<file path="src/logic/tdr_defs.vh">
// constants for the tile distributed ram block
`ifndef TDR_DEFS_VH
`define TDR_DEFS_VH

// register byte offsets
`define TDR_ADR_CTRL 8'h00
`define TDR_ADR_PRE_F 8'h04
`define TDR_ADR_PRE_G 8'h08
`define TDR_ADR_CMD 8'h0c
`define TDR_ADR_STATUS 8'h10

// control register fields
`define TDR_CTRL_ORG 1:0
`define TDR_CTRL_WFALL 2
`define TDR_CTRL_FFINV 3
`define TDR_CTRL_XSEL 5:4
`define TDR_CTRL_YSEL 7:6
`define TDR_CTRL_HTT 15:8
`define TDR_CTRL_HTT_LSB 8
`define TDR_CTRL_RST 16'h0000
`define TDR_PRE_RST 16'h0000

// command and status fields
`define TDR_CMD_LOAD 0
`define TDR_ST_STALL 0
`define TDR_ST_WADR 5:1
`define TDR_ST_WDAT 6

// organisations
`define TDR_ORG_16X2 2'h0
`define TDR_ORG_16X1 2'h1
`define TDR_ORG_32X1 2'h2

// flip-flop source selects
`define TDR_SEL_F 2'h0
`define TDR_SEL_G 2'h1
`define TDR_SEL_H 2'h2
`define TDR_SEL_D0 2'h3

// write clock stall limit: time in ms, clock in kHz
`define TDR_STALL_MS 1
`define TDR_CLK_KHZ 200000

`endif

</file>
<file path="src/logic/tdr_tile_end.v">
// holds no logic of its own
`default_nettype none
`default_nettype wire

</file>
<file path="src/logic/tdr_bank.v">
// one 16x1 function generator used as ram
`default_nettype none
module tdr_bank #(
  parameter AW = 4
) (
  // clock
  input wire clk_i,
  // write side
  input wire wr_i,
  input wire [AW-1:0] wa_i,
  input wire wd_i,
  // configuration preload
  input wire load_i,
  input wire [(1<<AW)-1:0] load_val_i,
  // read side
  input wire [AW-1:0] ra_i,
  output reg rd_o
);

  localparam DEPTH = 1 << AW;

  reg [DEPTH-1:0] bits_r;

  // contents start at zero and are never touched by reset
  initial bits_r = {DEPTH{1'b0}};
  initial rd_o = 1'b0;

  ////////////////////////////////////////////////////////////////////////
  always @(posedge clk_i)
  begin
    if (load_i)
      bits_r <= load_val_i;
    else if (wr_i)
      bits_r[wa_i] <= wd_i;
    rd_o <= bits_r[ra_i];
  end

endmodule
`default_nettype wire

</file>
<file path="src/logic/tdr_tile.v">
// logic tile with two function generators usable as distributed ram
//
// The Wishbone register port and the address map were decided locally.
`include "tdr_defs.vh"
`default_nettype none
module tdr_tile #(
  parameter CNT_W = 18,
  parameter [CNT_W-1:0] STALL_CYC = `TDR_STALL_MS * `TDR_CLK_KHZ
) (
  // clock and global_set_reset
  input wire clk_i,
  input wire rst_i,
  // wishbone slave
  input wire wb_cyc_i,
  input wire wb_stb_i,
  input wire wb_we_i,
  input wire [7:0] wb_adr_i,
  input wire [3:0] wb_sel_i,
  input wire [31:0] wb_dat_i,
  output reg [31:0] wb_dat_o,
  output reg wb_ack_o,
  // logic_tile pins
  input wire tile_clk_i,
  input wire we_i,
  input wire [3:0] f_in_i,
  input wire [3:0] g_in_i,
  input wire direct_input_zero_i,
  input wire direct_input_one_i,
  // generator and flop outputs
  output reg f_port_read_output_o,
  output reg g_port_read_output_o,
  output reg h_out_o,
  output reg ff_x_o,
  output reg ff_y_o
);

  function [15:0] merge16;
    input [15:0] old_v;
    input [15:0] new_v;
    input [1:0] sel;
    begin
      merge16 = old_v;
      if (sel[0])
        merge16[7:0] = new_v[7:0];
      if (sel[1])
        merge16[15:8] = new_v[15:8];
    end
  endfunction

  function pick;
    input [1:0] sel;
    input f_v;
    input g_v;
    input h_v;
    input d0_v;
    begin
      case (sel)
        `TDR_SEL_F: pick = f_v;
        `TDR_SEL_G: pick = g_v;
        `TDR_SEL_H: pick = h_v;
        default: pick = d0_v;
      endcase
    end
  endfunction

  reg [15:0] ctrl_r;
  reg [15:0] pre_f_r;
  reg [15:0] pre_g_r;
  reg load_r;
  reg stall_r;
  reg [4:0] last_wa_r;
  reg last_wd_r;
  reg [10:0] pin_s1_r;
  reg [10:0] pin_s2_r;
  reg k_prev_r;
  reg [3:0] cap_fa_r;
  reg [3:0] cap_ga_r;
  reg cap_d0_r;
  reg cap_d1_r;
  reg wr_pulse_r;
  reg d1_q_r;
  reg armed_r;
  reg [CNT_W-1:0] cnt_r;
  reg [31:0] rdat_nxt;
  wire rd_f;
  wire rd_g;

  ////////////////////////////////////////////////////////////////////////
  // synchronised pins
  wire [3:0] fa_s = pin_s2_r[3:0];
  wire [3:0] ga_s = pin_s2_r[7:4];
  wire d0_s = pin_s2_r[8];
  wire d1_s = pin_s2_r[9];
  wire k_s = pin_s2_r[10];
  reg we_i_s1;
  reg we_i_s2;
  wire we_s = we_i_s2;

  wire [1:0] org = ctrl_r[`TDR_CTRL_ORG];
  wire org32 = (org == `TDR_ORG_32X1);
  wire org16x1 = (org == `TDR_ORG_16X1);
  wire k_rise = k_s & ~k_prev_r;
  wire k_fall = ~k_s & k_prev_r;
  wire wr_edge = ctrl_r[`TDR_CTRL_WFALL] ? k_fall : k_rise;
  wire ff_edge = ctrl_r[`TDR_CTRL_FFINV] ? k_fall : k_rise;
  wire post_phase = ctrl_r[`TDR_CTRL_WFALL] ? ~k_s : k_s;

  wire req = wb_cyc_i & wb_stb_i & ~wb_ack_o;
  wire wreq = req & wb_we_i;
  wire stall_set = armed_r & post_phase & (cnt_r >= STALL_CYC - 1'b1);
  wire stall_clr = wreq & (wb_adr_i == `TDR_ADR_STATUS) & wb_sel_i[0] & wb_dat_i[`TDR_ST_STALL];

  // sync chain keeps tracking through reset so no false clock edge follows it
  always @(posedge clk_i)
  begin
    pin_s1_r <= {tile_clk_i, direct_input_one_i, direct_input_zero_i, g_in_i, f_in_i};
    pin_s2_r <= pin_s1_r;
    we_i_s1 <= we_i;
    we_i_s2 <= we_i_s1;
    k_prev_r <= k_s;
  end

  ////////////////////////////////////////////////////////////////////////
  // write capture and internal write pulse
  always @(posedge clk_i)
  begin
    if (rst_i)
    begin
      cap_fa_r <= 4'h0;
      cap_ga_r <= 4'h0;
      cap_d0_r <= 1'b0;
      cap_d1_r <= 1'b0;
      wr_pulse_r <= 1'b0;
      last_wa_r <= 5'h00;
      last_wd_r <= 1'b0;
    end
    else
    begin
      if (wr_edge)
      begin
        cap_fa_r <= fa_s;
        cap_ga_r <= ga_s;
        cap_d0_r <= d0_s;
        cap_d1_r <= d1_s;
      end
      wr_pulse_r <= wr_edge & we_s;
      if (wr_pulse_r)
      begin
        last_wa_r <= {org32 & cap_d1_r, cap_fa_r};
        last_wd_r <= cap_d0_r;
      end
    end
  end

  // bank write steering per organisation
  wire f_wr = wr_pulse_r & ~(org32 & cap_d1_r);
  wire g_wr = wr_pulse_r & ~org16x1 & (~org32 | cap_d1_r);
  wire [3:0] g_wa = org32 ? cap_fa_r : cap_ga_r;
  wire g_wd = org32 ? cap_d0_r : cap_d1_r;
  wire [3:0] g_ra = org32 ? fa_s : ga_s;

  tdr_bank #(.AW(4)) u_bank_f (
    .clk_i(clk_i),
    .wr_i(f_wr),
    .wa_i(cap_fa_r),
    .wd_i(cap_d0_r),
    .load_i(load_r),
    .load_val_i(pre_f_r),
    .ra_i(fa_s),
    .rd_o(rd_f)
  );

  tdr_bank #(.AW(4)) u_bank_g (
    .clk_i(clk_i),
    .wr_i(g_wr),
    .wa_i(g_wa),
    .wd_i(g_wd),
    .load_i(load_r),
    .load_val_i(pre_g_r),
    .ra_i(g_ra),
    .rd_o(rd_g)
  );

  ////////////////////////////////////////////////////////////////////////
  // read outputs, third generator and tile flops
  always @(posedge clk_i)
  begin
    if (rst_i)
    begin
      d1_q_r <= 1'b0;
      f_port_read_output_o <= 1'b0;
      g_port_read_output_o <= 1'b0;
      h_out_o <= 1'b0;
      ff_x_o <= 1'b0;
      ff_y_o <= 1'b0;
    end
    else
    begin
      d1_q_r <= d1_s;
      f_port_read_output_o <= (org32 & d1_q_r) ? rd_g : rd_f;
      g_port_read_output_o <= org16x1 ? 1'b0 : rd_g;
      h_out_o <= ctrl_r[`TDR_CTRL_HTT_LSB + {rd_f, rd_g, d1_q_r}];
      if (ff_edge)
      begin
        ff_x_o <= pick(ctrl_r[`TDR_CTRL_XSEL], f_port_read_output_o, g_port_read_output_o, h_out_o, d0_s);
        ff_y_o <= pick(ctrl_r[`TDR_CTRL_YSEL], f_port_read_output_o, g_port_read_output_o, h_out_o, d0_s);
      end
    end
  end

  ////////////////////////////////////////////////////////////////////////
  // write clock stall monitor
  always @(posedge clk_i)
  begin
    if (rst_i)
    begin
      armed_r <= 1'b0;
      cnt_r <= {CNT_W{1'b0}};
      stall_r <= 1'b0;
    end
    else
    begin
      if (wr_edge)
      begin
        armed_r <= 1'b1;
        cnt_r <= {CNT_W{1'b0}};
      end
      else if (~post_phase)
        armed_r <= 1'b0;
      else if (armed_r & ~stall_set)
        cnt_r <= cnt_r + 1'b1;
      stall_r <= stall_set | (stall_r & ~stall_clr);
    end
  end

  ////////////////////////////////////////////////////////////////////////
  // wishbone registers
  always @*
  begin
    rdat_nxt = 32'h0000_0000;
    case (wb_adr_i)
      `TDR_ADR_CTRL: rdat_nxt[15:0] = ctrl_r;
      `TDR_ADR_PRE_F: rdat_nxt[15:0] = pre_f_r;
      `TDR_ADR_PRE_G: rdat_nxt[15:0] = pre_g_r;
      `TDR_ADR_STATUS:
      begin
        rdat_nxt[`TDR_ST_STALL] = stall_r;
        rdat_nxt[`TDR_ST_WADR] = last_wa_r;
        rdat_nxt[`TDR_ST_WDAT] = last_wd_r;
      end
      default: rdat_nxt = 32'h0000_0000;
    endcase
  end

  always @(posedge clk_i)
  begin
    if (rst_i)
    begin
      ctrl_r <= `TDR_CTRL_RST;
      pre_f_r <= `TDR_PRE_RST;
      pre_g_r <= `TDR_PRE_RST;
      load_r <= 1'b0;
      wb_ack_o <= 1'b0;
      wb_dat_o <= 32'h0000_0000;
    end
    else
    begin
      wb_ack_o <= req;
      wb_dat_o <= req ? rdat_nxt : 32'h0000_0000;
      load_r <= wreq & (wb_adr_i == `TDR_ADR_CMD) & wb_sel_i[0] & wb_dat_i[`TDR_CMD_LOAD];
      if (wreq)
      begin
        case (wb_adr_i)
          `TDR_ADR_CTRL: ctrl_r <= merge16(ctrl_r, wb_dat_i[15:0], wb_sel_i[1:0]);
          `TDR_ADR_PRE_F: pre_f_r <= merge16(pre_f_r, wb_dat_i[15:0], wb_sel_i[1:0]);
          `TDR_ADR_PRE_G: pre_g_r <= merge16(pre_g_r, wb_dat_i[15:0], wb_sel_i[1:0]);
          default: ctrl_r <= ctrl_r;
        endcase
      end
    end
  end

endmodule
`default_nettype wire

</file>
<file path="config.mk">
export PLATFORM = sky130hd
export DESIGN_NAME = tdr_tile
export DESIGN_NICKNAME = d
export VERILOG_FILES = /design/src/logic/tdr_tile_end.v /design/src/logic/tdr_bank.v /design/src/logic/tdr_tile.v
export VERILOG_INCLUDE_DIRS = /design/src /design/src/logic
export SDC_FILE = /design/constraint.sdc
export NUM_CORES = 1
export LEC_CHECK = 0
export BUFFER_PORTS_ARGS = -buffer_cell sky130_fd_sc_hd__buf_2
export CAP_MARGIN = 5
export CELL_PAD_IN_SITES_DETAIL_PLACEMENT = 0
export CELL_PAD_IN_SITES_GLOBAL_PLACEMENT = 1
export CORE_MARGIN = 10
export CORE_UTILIZATION = 29
export DETAILED_ROUTE_END_ITERATION = 7
export PLACE_DENSITY_LB_ADDON = 0.08
export SYNTH_ARGS = -nofsm -noshare
export SYNTH_HDL_FRONTEND = slang
export SYNTH_SLANG_ARGS = --single-unit
</file>
<file path="constraint.sdc">
create_clock -name clk_i -period 2.7 [get_ports clk_i]
set_clock_uncertainty 0.2 [all_clocks]
set_input_delay 0.27 -clock clk_i [delete_from_list [all_inputs] [get_ports clk_i]]
set_output_delay 0.27 -clock clk_i [all_outputs]
set_load 0.01 [all_outputs]
</file>
==> summary.md, run 1 <==
| Metric | Value |
|---|---|
| Status | `finished clean` |
| Max Fclk | `409 MHz` |
| Critical path class | `reg2reg` |
| HP Class | `in2reg` |
| Psw | `1.42 mW` |
| Fin nets | `928` |
| Vias after detailed routing | `6016` |
| Vias/cell | `4.96` |
| Detailed Route WL | `23000 um` |
| CP Capture Type | `register` |
| Clock tree buffer depth | `2` |
| Peak supply drop | `0.000374 V` |
| Leak | `3.47 nW` |
| Setup Buffers After CTS | `0` |
| N_diodes | `0` |
| Final slew viol count | `0` |
| Crit-path max FO | `18` |
| Pin count of the biggest net entering global routing | `41` |
| # setup viols final | `0` |
| Post-synth EDFFs | `32` |
| CP Launch Type | `register` |
| Layout cells sized above 1 | `18.4%` |
| Routed Antenna Nets | `0` |
| # DRC | `0` |
| CTS buffer count | `17` |
| First-pass GRT wire length | `36400 um` |
| Slew of the pin with the lowest slew margin | `810 ps` |
| H-tree levels | `4` |
| Post-Syn Area per Cell | `10.0 um2` |
| Clk root buf | `clkbuf_16` |
| Worst Slack Setup Final | `253 ps` |
| Max Cap Viol | `0` |
| Initial core utilization | `29.5%` |
| Switching Share | `26.1%` |
| CP arrival | `2530 ps` |
| Final period utilization | `90.6%` |
| Slew Limit Headroom | `45.5%` |
| CP required | `2790 ps` |
| Dpl hpwl | `17100 um` |
| Final Hold Vio Count | `0` |
| Register area share after synthesis | `47.7%` |
| Initial drt markers | `289` |
| Total global routing overflow | `0` |
| Clk_lat worst skew | `440 ps` |
| Pre-CTS WS | `131 ps` |
| Dominant register cell in the synthesized netlist | `dfxtp_1` |
| Antenna violations before repair | `0` |
| Die Area | `33500 um2` |
| CORE AREA | `26100 um2` |
| Drt wl/cell | `19.0 um` |
| Synth Cell Area | `7720 um2` |
| I/O pin total | `99` |
| Async SR Flop Fraction | `0%` |
| Synthesized instance count | `770` |
| Gate power share | `5.9%` |
| Synthesized flop and latch total | `168` |
| Worst hold stages | `5` |
| Die Y-Extent | `183 um` |
| Clk slew on worst S/H paths | `70 ps` |
| Clk sinks | `168` |
| Cell variety after synth | `71` |
| Buffers on Ports | `64` |
| Syn-to-layout area delta | `21.3%` |
| RSZ-0062 raised after global routing | `no` |
| Int Pwr | `4.01 mW` |
| Detailed Routing Iterations Pass 1 | `6` |
| Final min period | `2450 ps` |
| Seq pwr share | `48.3%` |
| Routability cong. | `0.807` |
| Ys Warns | `0` |
| # rows | `59` |
| CTS tree | `yes` |
| Die W | `183 um` |
| Vias in the first global route | `6217` |
| GRT Resource Usage Total | `14.0%` |
| Pwr dens | `580 nW/um2` |
| Reg2reg path depth | `5` |
| Setup TNS Final | `0 ps` |
| Clock power share | `45.8%` |
-- critical path: stages (launching register included) --
cell and delay, ps:
dfxtp_1 610, nor2b_1 150, buf_12 190, mux2i_1 200, nor4_1 710, a22o_1 240
-- what timing repair did --
action                     in CTS  in global routing
setup endpoints to repair       0                 18
hold buffers                   31                  0
hold endpoints to repair       62                  0
resized for setup               0                  2
-- Yosys cell counts (all sizes together), types with 10 or more instances --
master | n | area [um2]
mux2i | 82 | 821
nand2b | 11 | 68.8
edfxtp | 32 | 961
nand3b | 10 | 78.8
nand3 | 19 | 95.1
clkbuf | 30 | 113
nand2 | 25 | 93.8
buf | 33 | 200
dfxtp | 136 | 2720
nor2 | 134 | 505
o21bai | 16 | 120
inv | 10 | 37.5
a21oi | 48 | 240
xnor2 | 10 | 87.6
nor4 | 13 | 139
o21ai | 14 | 70.1
a22o | 32 | 280
-- layout make-up --
class | count | area [um2]
Clock buffer | 18 | 450
Clock inverter | 14 | 151
Fill cell | 2671 | 16800
Inverter | 10 | 37.5
Multi-Input combinational cell | 544 | 3750
Sequential cell | 168 | 3680
Tap cell | 335 | 419
Timing Repair Buffer | 125 | 868
-- metrics by stage --
step | total power [mW] | hold WS [ps] | util (%) | cell area, um2 | std cells
2_1_floorplan | 2.85 | 97.7 | - | 7770 | 785
3_3_place_gp | 2.96 | 114 | 32.3 | 8440 | 1151
3_5_place_dp | 2.96 | 112 | 32.3 | 8440 | 1151
4_1_cts | 5.52 | 50.9 | 35.8 | 9350 | 1214
5_1_grt | 5.66 | 93.8 | 35.8 | 9370 | 1214
6_report | 5.43 | 69.0 | 35.8 | 9370 | 1214
-- state kept, by name, indices dropped and copies added (netlist names), 5 cells and up --
signal           count
cnt_r               18
ctrl_r              16
pre_f_r             16
pre_g_r             16
u_bank_f.bits_r     16
u_bank_g.bits_r     16
wb_dat_o            16
pin_s1_r            11
pin_s2_r            11
last_wa_r            5
-- power by group through the flow --
stage                     Sequential, mW  Clock [mW]  Combinational [mW]
after floorplan                     2.66           0               0.187
after global placement              2.68           0               0.278
after detailed placement            2.68           0               0.282
after CTS                           2.63        2.57               0.318
after global routing                2.63        2.68               0.352
final                               2.63        2.49               0.319
-- final timing paths --
kind | start | endpoint | slack, ps
worst max register to register | ctrl_r[0] | u_bank_g.bits_r[7] | 250
worst min-delay path | wb_adr_i[5] | stall_r | 70
worst max-delay path | ctrl_r[0] | u_bank_g.bits_r[7] | 250
worst min register to register | pin_s1_r[8] | pin_s2_r[8] | 130
-- layout by cell type (no fill, tap or decap), types with 16 or more instances in the layout --
cell	Yosys	final
dfxtp_1	136	135
nor2_1	133	133
mux2i_1	82	82
buf_2	13	64
a21oi_1	48	47
a22o_1	32	32
edfxtp_1	32	32
dlygate4sd3_1	0	31
buf_4	16	29
nand2_1	25	25
nand3_1	19	19
clkbuf_16	0	18
o21bai_1	16	16
conb_1	1	16
-- logic make-up after synthesis --
kind of cell | Yosys count | synth area share [%]
AO/OA/AOI/OAI | 157 | 14.7
flip-flops | 168 | 47.7
AND/OR/NAND/NOR | 266 | 17.9
XOR/XNOR | 11 | 1.35
multiplexers | 93 | 13.6
other | 1 | 0.0486
adder cells (fa/ha/maj) | 1 | 0.162
buffers and inverters | 73 | 4.54
-- metal layers --
metal / global-route usage, % / vias to the layer above / share of wire, %
li1: - / 2954 / -
met1: 19.3 / 2888 / 49
met5: 0 / - / 0
met2: 21.5 / 160 / 45
met3: 3.26 / 14 / 4.8
met4: 3.61 / 0 / 1.0
(Power assumes the default switching activity.)
==> run 2: changes to the inputs <==
- CORE_MARGIN: 10 -> 2
==> summary.md, run 2 (same netlist as run 1, synthesis figures left out) <==
| Metric | Value |
|---|---|
| Fin nets | `931 (was 928)` |
| H-tree levels | `4 (unchanged)` |
| Vias in the first global route | `6031 (was 6217)` |
| Worst path max stage delay | `520 ps (was 710 ps)` |
| Total global routing overflow | `0 (unchanged)` |
| # rows | `59 (unchanged)` |
| CP Launch Type | `register (unchanged)` |
| Crit-path max FO | `7 (was 18)` |
| Die Area | `27900 um2 (was 33500 um2)` |
| HP Class | `in2reg (unchanged)` |
| Pin count of the biggest net entering global routing | `46 (was 41)` |
| Drt wl/cell | `18.3 um (was 19.0 um)` |
| Clock power share | `46.5% (was 45.8%)` |
| Reg-to-Reg Start | `cnt_r[13] (was ctrl_r[0])` |
| Vias after detailed routing | `5948 (was 6016)` |
| Critical path class | `reg2reg (unchanged)` |
| I/O pin total | `99 (unchanged)` |
| Clock tree buffer depth | `2 (unchanged)` |
| Switching Share | `24.0% (was 26.1%)` |
| Clk root buf | `clkbuf_16 (unchanged)` |
| Vias/cell | `4.89 (was 4.96)` |
| Int Pwr | `4.18 mW (was 4.01 mW)` |
| First-pass GRT wire length | `34900 um (was 36400 um)` |
| Final Hold Vio Count | `0 (unchanged)` |
| CP arrival | `2610 ps (was 2530 ps)` |
| Initial core utilization | `29.5% (unchanged)` |
| Worst hold slack | `69.3 ps (was 69.0 ps)` |
| Syn-to-layout area delta | `21.8% (was 21.3%)` |
| Critical-path cell list | `nor4_2 > o211ai_2 > a2111oi_4 > or4b_1 > nand2_1 (was nor2b_1 > buf_12 > mux2i_1 > nor4_1 > a22o_1)` |
| GRT Resource Usage Total | `16.3% (was 14.0%)` |
| Worst Setup SP | `cnt_r[13] (was ctrl_r[0])` |
| Final slew viol count | `0 (unchanged)` |
| Routed Antenna Nets | `0 (unchanged)` |
| Clk_lat worst skew | `440 ps (about the same)` |
| Max Cap Viol | `0 (unchanged)` |
| Die Y-Extent | `167 um (was 183 um)` |
| Clk slew on worst S/H paths | `80 ps (was 70 ps)` |
| Gate power share | `5.8% (was 5.9%)` |
| Failing checks | `DRC` |
| # DRC | `6 (was 0)` |
| Initial drt markers | `349 (was 289)` |
| Peak supply drop | `0.000329 V (was 0.000374 V)` |
| # setup viols final | `0 (unchanged)` |
| Max Fclk | `410 MHz (was 409 MHz)` |
| Detailed Route WL | `22300 um (was 23000 um)` |
| Hold path start | `wb_adr_i[4] (was wb_adr_i[5])` |
| Seq pwr share | `47.7% (was 48.3%)` |
| Largest Register | `cnt_r (unchanged)` |
| Buffers on Ports | `64 (unchanged)` |
| Detailed Routing Iterations Pass 1 | `6 (unchanged)` |
| CORE AREA | `26100 um2 (unchanged)` |
| Slew of the pin with the lowest slew margin | `783 ps (was 810 ps)` |
| Leak | `3.50 nW (was 3.47 nW)` |
| CP Capture Type | `register (unchanged)` |
| N_diodes | `0 (unchanged)` |
| Pwr dens | `585 nW/um2 (was 580 nW/um2)` |
| Status | `finished, violations left (was finished clean)` |
| Routability cong. | `0.793 (was 0.807)` |
| Most frequent cells in the layout | `135 x dfxtp_1, 133 x nor2_1, 82 x mux2i_1 (unchanged)` |
| Commonest non-fill, non-tap cell in the layout | `dfxtp_1 (unchanged)` |
| Max reg flops | `18 (unchanged)` |
| CTS buffer count | `17 (unchanged)` |
| Final min period | `2440 ps (was 2450 ps)` |
| R2R setup slack | `260 ps (was 250 ps)` |
| Layout cells sized above 1 | `18.6% (was 18.4%)` |
| CP required | `2870 ps (was 2790 ps)` |
| Crit-path slowest cell | `nor4_2 (was nor4_1)` |
| Slew Limit Headroom | `47.3% (was 45.5%)` |
| Antenna violations before repair | `0 (unchanged)` |
| Die W | `167 um (was 183 um)` |
| RSZ-0062 raised after global routing | `no (unchanged)` |
| Clk sinks | `168 (unchanged)` |
| CP top delay family | `simple AND/OR/NAND/NOR gates (unchanged)` |
| Psw | `1.32 mW (was 1.42 mW)` |
| Dpl hpwl | `16500 um (was 17100 um)` |
| Bufs and invs on worst path | `0 (was 1)` |
| Final period utilization | `90.4% (was 90.6%)` |
| CTS tree | `yes (unchanged)` |
| Setup TNS Final | `0 ps (unchanged)` |
[run 2: cell types whose count changed in the layout (fill, tap and decap cells not counted)]
cell	before	now
nor4_4	4	3
clkinv_2	1	0
clkinv_4	1	3
clkbuf_16	18	20
clkinv_8	3	0
nor4_2	1	2
buf_4	29	32
inv_8	4	2
bufinv_16	0	1
inv_6	5	4
inv_4	0	1
[run 2: layout make-up]
cell class | count | area (um2)
fillers | 2669 | 16700
multi-input cells | 544 | 3740
flip-flops and latches | 168 | 3680
repair buffers | 128 | 891
clock buffers | 20 | 500
well taps | 335 | 419
clock inverters | 11 | 120
inverters | 10 | 37.5
[run 2: power by group through the flow]
stage	sequential [mW]	combinational (mW)	clock [mW]
floorplan	2.66	0.187	0
global placement	2.68	0.283	0
detailed placement	2.68	0.286	0
CTS	2.63	0.321	2.65
global route	2.63	0.349	2.72
finish	2.63	0.319	2.56
[run 2: layer usage]
| layer | GRT usage, % | share of wire (%) |
|---|---|---|
| met4 | 4.35 | 1.1 |
| met2 | 26.8 | 47 |
| met5 | 0 | 0 |
| met3 | 2.79 | 2.4 |
| met1 | 22.3 | 50 |
[run 2: worst paths after layout]
path / cells after the start / end
min reg2reg: 0 / pin_s2_r[0]
max reg2reg: 5 / cnt_r[12]
min: 3 / wb_dat_o[4]
max: 5 / cnt_r[12]
[run 2: repair_timing]
item,in CTS,in global routing
hold buffers,31,0
resized for setup,0,1
setup buffers,0,0
setup endpoints to repair,0,16
endpoints found under the hold margin,62,0
[run 2: through the flow]
step	std cells	util (%)	power, mW	instance area (um2)	setup slack (ps)
after floorplan	785	-	2.85	7770	615
after global placement	1154	32.4	2.97	8460	244
after detailed placement	1154	32.4	2.97	8460	176
after CTS	1216	35.9	5.59	9390	156
after global routing	1216	36.0	5.70	9400	43.8
final	1216	36.0	5.50	9400	259
[run 2: tightest hold or removal path, cell delays in order]
cell	delay [ps]
buf_2	170
a2bb2oi_1	160
nor2_1	70
==> run 3: changes to the inputs <==
- CAP_MARGIN: 5 -> 20
- GPL_TIMING_DRIVEN: not set -> 0
==> summary.md, run 3 (same netlist as run 1, synthesis figures left out) <==
| Metric | Value |
|---|---|
| Dpl hpwl | `18200 um (was 16500 um)` |
| Max Cap Viol | `0 (unchanged)` |
| Pin count of the biggest net entering global routing | `19 (was 46)` |
| Clock tree buffer depth | `2 (unchanged)` |
| Cells after DPL | `1182 (was 1154)` |
| Clk_lat worst skew | `440 ps (about the same)` |
| Total global routing overflow | `0 (unchanged)` |
| Critical path class | `reg2reg (unchanged)` |
| Final slew viol count | `0 (unchanged)` |
| Psw | `1.43 mW (was 1.32 mW)` |
| Crit-path max FO | `10 (was 7)` |
| Failing checks | `DRC (unchanged)` |
| First-pass GRT wire length | `37500 um (was 34900 um)` |
| GRT Resource Usage Total | `17.8% (was 16.3%)` |
| CP arrival | `2730 ps (was 2610 ps)` |
| Peak supply drop | `0.000406 V (was 0.000329 V)` |
| Fin nets | `960 (was 931)` |
| Pwr dens | `572 nW/um2 (was 585 nW/um2)` |
| Max reg flops | `18 (unchanged)` |
| Int Pwr | `3.96 mW (was 4.18 mW)` |
| Crit-path slowest cell | `nor4_2 (unchanged)` |
| CORE AREA | `26100 um2 (unchanged)` |
| Power Total | `5.39 mW (was 5.50 mW)` |
| Status | `finished, violations left (unchanged)` |
| CP required | `2780 ps (was 2870 ps)` |
| Most frequent cells in the layout | `136 x dfxtp_1, 133 x nor2_1, 82 x mux2i_1 (was 135 x dfxtp_1, 133 x nor2_1, 82 x mux2i_1)` |
| Slew Limit Headroom | `22.8% (was 47.3%)` |
| Detailed Route WL | `24400 um (was 22300 um)` |
| Vias in the first global route | `6311 (was 6031)` |
| Clk sinks | `168 (unchanged)` |
| Slew of the pin with the lowest slew margin | `1160 ps (was 783 ps)` |
| N_diodes | `0 (unchanged)` |
| # setup viols final | `0 (unchanged)` |
| Die W | `167 um (unchanged)` |
| Buffers on Ports | `62 (was 64)` |
| Final min period | `2640 ps (was 2440 ps)` |
| Switching Share | `26.5% (was 24.0%)` |
| Antenna violations before repair | `0 (unchanged)` |
| Worst path max stage delay | `540 ps (was 520 ps)` |
| Seq pwr share | `48.7% (was 47.7%)` |
| CP Launch Type | `register (unchanged)` |
| HP Class | `in2reg (unchanged)` |
| Clk root buf | `clkbuf_16 (unchanged)` |
| Clk slew on worst S/H paths | `70 ps (was 80 ps)` |
| Critical-path cell list | `buf_2 > nor2b_1 > buf_2 > mux2i_1 > inv_2 > nor4_2 > a22o_1 (was nor4_2 > o211ai_2 > a2111oi_4 > or4b_1 > nand2_1)` |
| H-tree levels | `4 (unchanged)` |
| Final period utilization | `98.0% (was 90.4%)` |
| Die Area | `27900 um2 (unchanged)` |
| # DRC | `6 (unchanged)` |
| Clock power share | `45.0% (was 46.5%)` |
| CP Capture Type | `register (unchanged)` |
| Drt wl/cell | `19.6 um (was 18.3 um)` |
| Commonest non-fill, non-tap cell in the layout | `dfxtp_1 (unchanged)` |
| CTS tree | `yes (unchanged)` |
| CTS buffer count | `17 (unchanged)` |
| Routed Antenna Nets | `0 (unchanged)` |
| Vias/cell | `4.99 (was 4.89)` |
| Detailed Routing Iterations Pass 1 | `8 (was 6)` |
| RSZ-0062 raised after global routing | `yes (was no)` |
| Routability cong. | `0.857 (was 0.793)` |
| Layout cells sized above 1 | `17.3% (was 18.6%)` |
| Largest Register | `cnt_r (unchanged)` |
| # rows | `59 (unchanged)` |
| Vias after detailed routing | `6215 (was 5948)` |
| Initial core utilization | `29.5% (unchanged)` |
| Finished Layout Cells | `1246 (was 1216)` |
| Syn-to-layout area delta | `22.0% (was 21.8%)` |
| I/O pin total | `99 (unchanged)` |
| CP top delay family | `simple AND/OR/NAND/NOR gates (unchanged)` |
| Gate power share | `6.3% (was 5.8%)` |
| Die Y-Extent | `167 um (unchanged)` |
| Crit-path most repeated cell | `buf_2` |
| Bufs and invs on worst path | `3 (was 0)` |
| Leak | `3.49 nW (was 3.50 nW)` |
| Initial drt markers | `380 (was 349)` |
| Max Fclk | `378 MHz (was 410 MHz)` |
| Final Hold Vio Count | `0 (unchanged)` |
## run 3: cell count changes in the layout (fill, tap and decap cells not counted), moves of 3 or more
cell       change
inv_8          +3
buf_4         -16
buf_1          +4
clkbuf_16      -3
clkbuf_1      +30
buf_2         +10
## run 3: final timing paths
path | startpoint | slack (ps) | depth (start not counted) | endpoint
hold reg to reg | pin_s1_r[3] | 130 | 0 | pin_s2_r[3]
setup reg to reg | ctrl_r[0] | 60 | 7 | u_bank_g.bits_r[1]
hold / removal | wb_adr_i[5] | 90 | 5 | stall_r
setup / recovery | ctrl_r[0] | 60 | 7 | u_bank_g.bits_r[1]
## run 3: metrics by stage
step	hold slack (ps)	utilization [%]	worst slack [ps]	area [um2]	TNS, ps
floorplan	97.7	-	615	7770	0
finish	90.1	36.0	55.3	9420	0
global route	126	36.0	-52.4	9420	-260
detailed placement	112	32.5	-77.0	8500	-616
global placement	114	32.5	-75.7	8500	-701
CTS	74.8	36.0	60.0	9410	0
## run 3: what timing repair did
item / CTS / global route
setup buffers: 0 / 0
pin swaps: 0 / 0
endpoints found under the hold margin: 62 / 0
resized for setup: 1 / 2
hold buffers: 32 / 0
setup endpoints to repair: 10 / 18
## run 3: layout make-up
class	instances	area (um2)
inverter	10	37.5
tap	335	419
multi-input combinational	544	3750
buffer	63	315
timing repair buffer	94	631
clock inverter	15	151
clock buffer	17	425
fill	2711	16700
sequential	168	3680
## run 3: layer usage
layer | up-vias | GRT usage (%) | wire [um]
met5 | - | 0 | 0
met4 | 0 | 4.88 | 318
met3 | 20 | 3.38 | 1020
met2 | 153 | 29.2 | 11400
met1 | 3015 | 24.0 | 11700
li1 | 3027 | - | -
## run 3: power groups by stage
stage	combinational, mW	sequential [mW]	clock, mW
detailed placement	0.301	2.68	0
global placement	0.299	2.68	0
floorplan	0.187	2.66	0
global route	0.367	2.63	2.60
CTS	0.338	2.62	2.49
finish	0.338	2.62	2.43
## run 3: worst register-to-register path: stages (launching register included)
cell     delay [ps]
dfxtp_1         360
buf_2           230
nor2b_1         130
buf_2           270
mux2i_1         390
inv_2           130
nor4_2          540
a22o_1          240
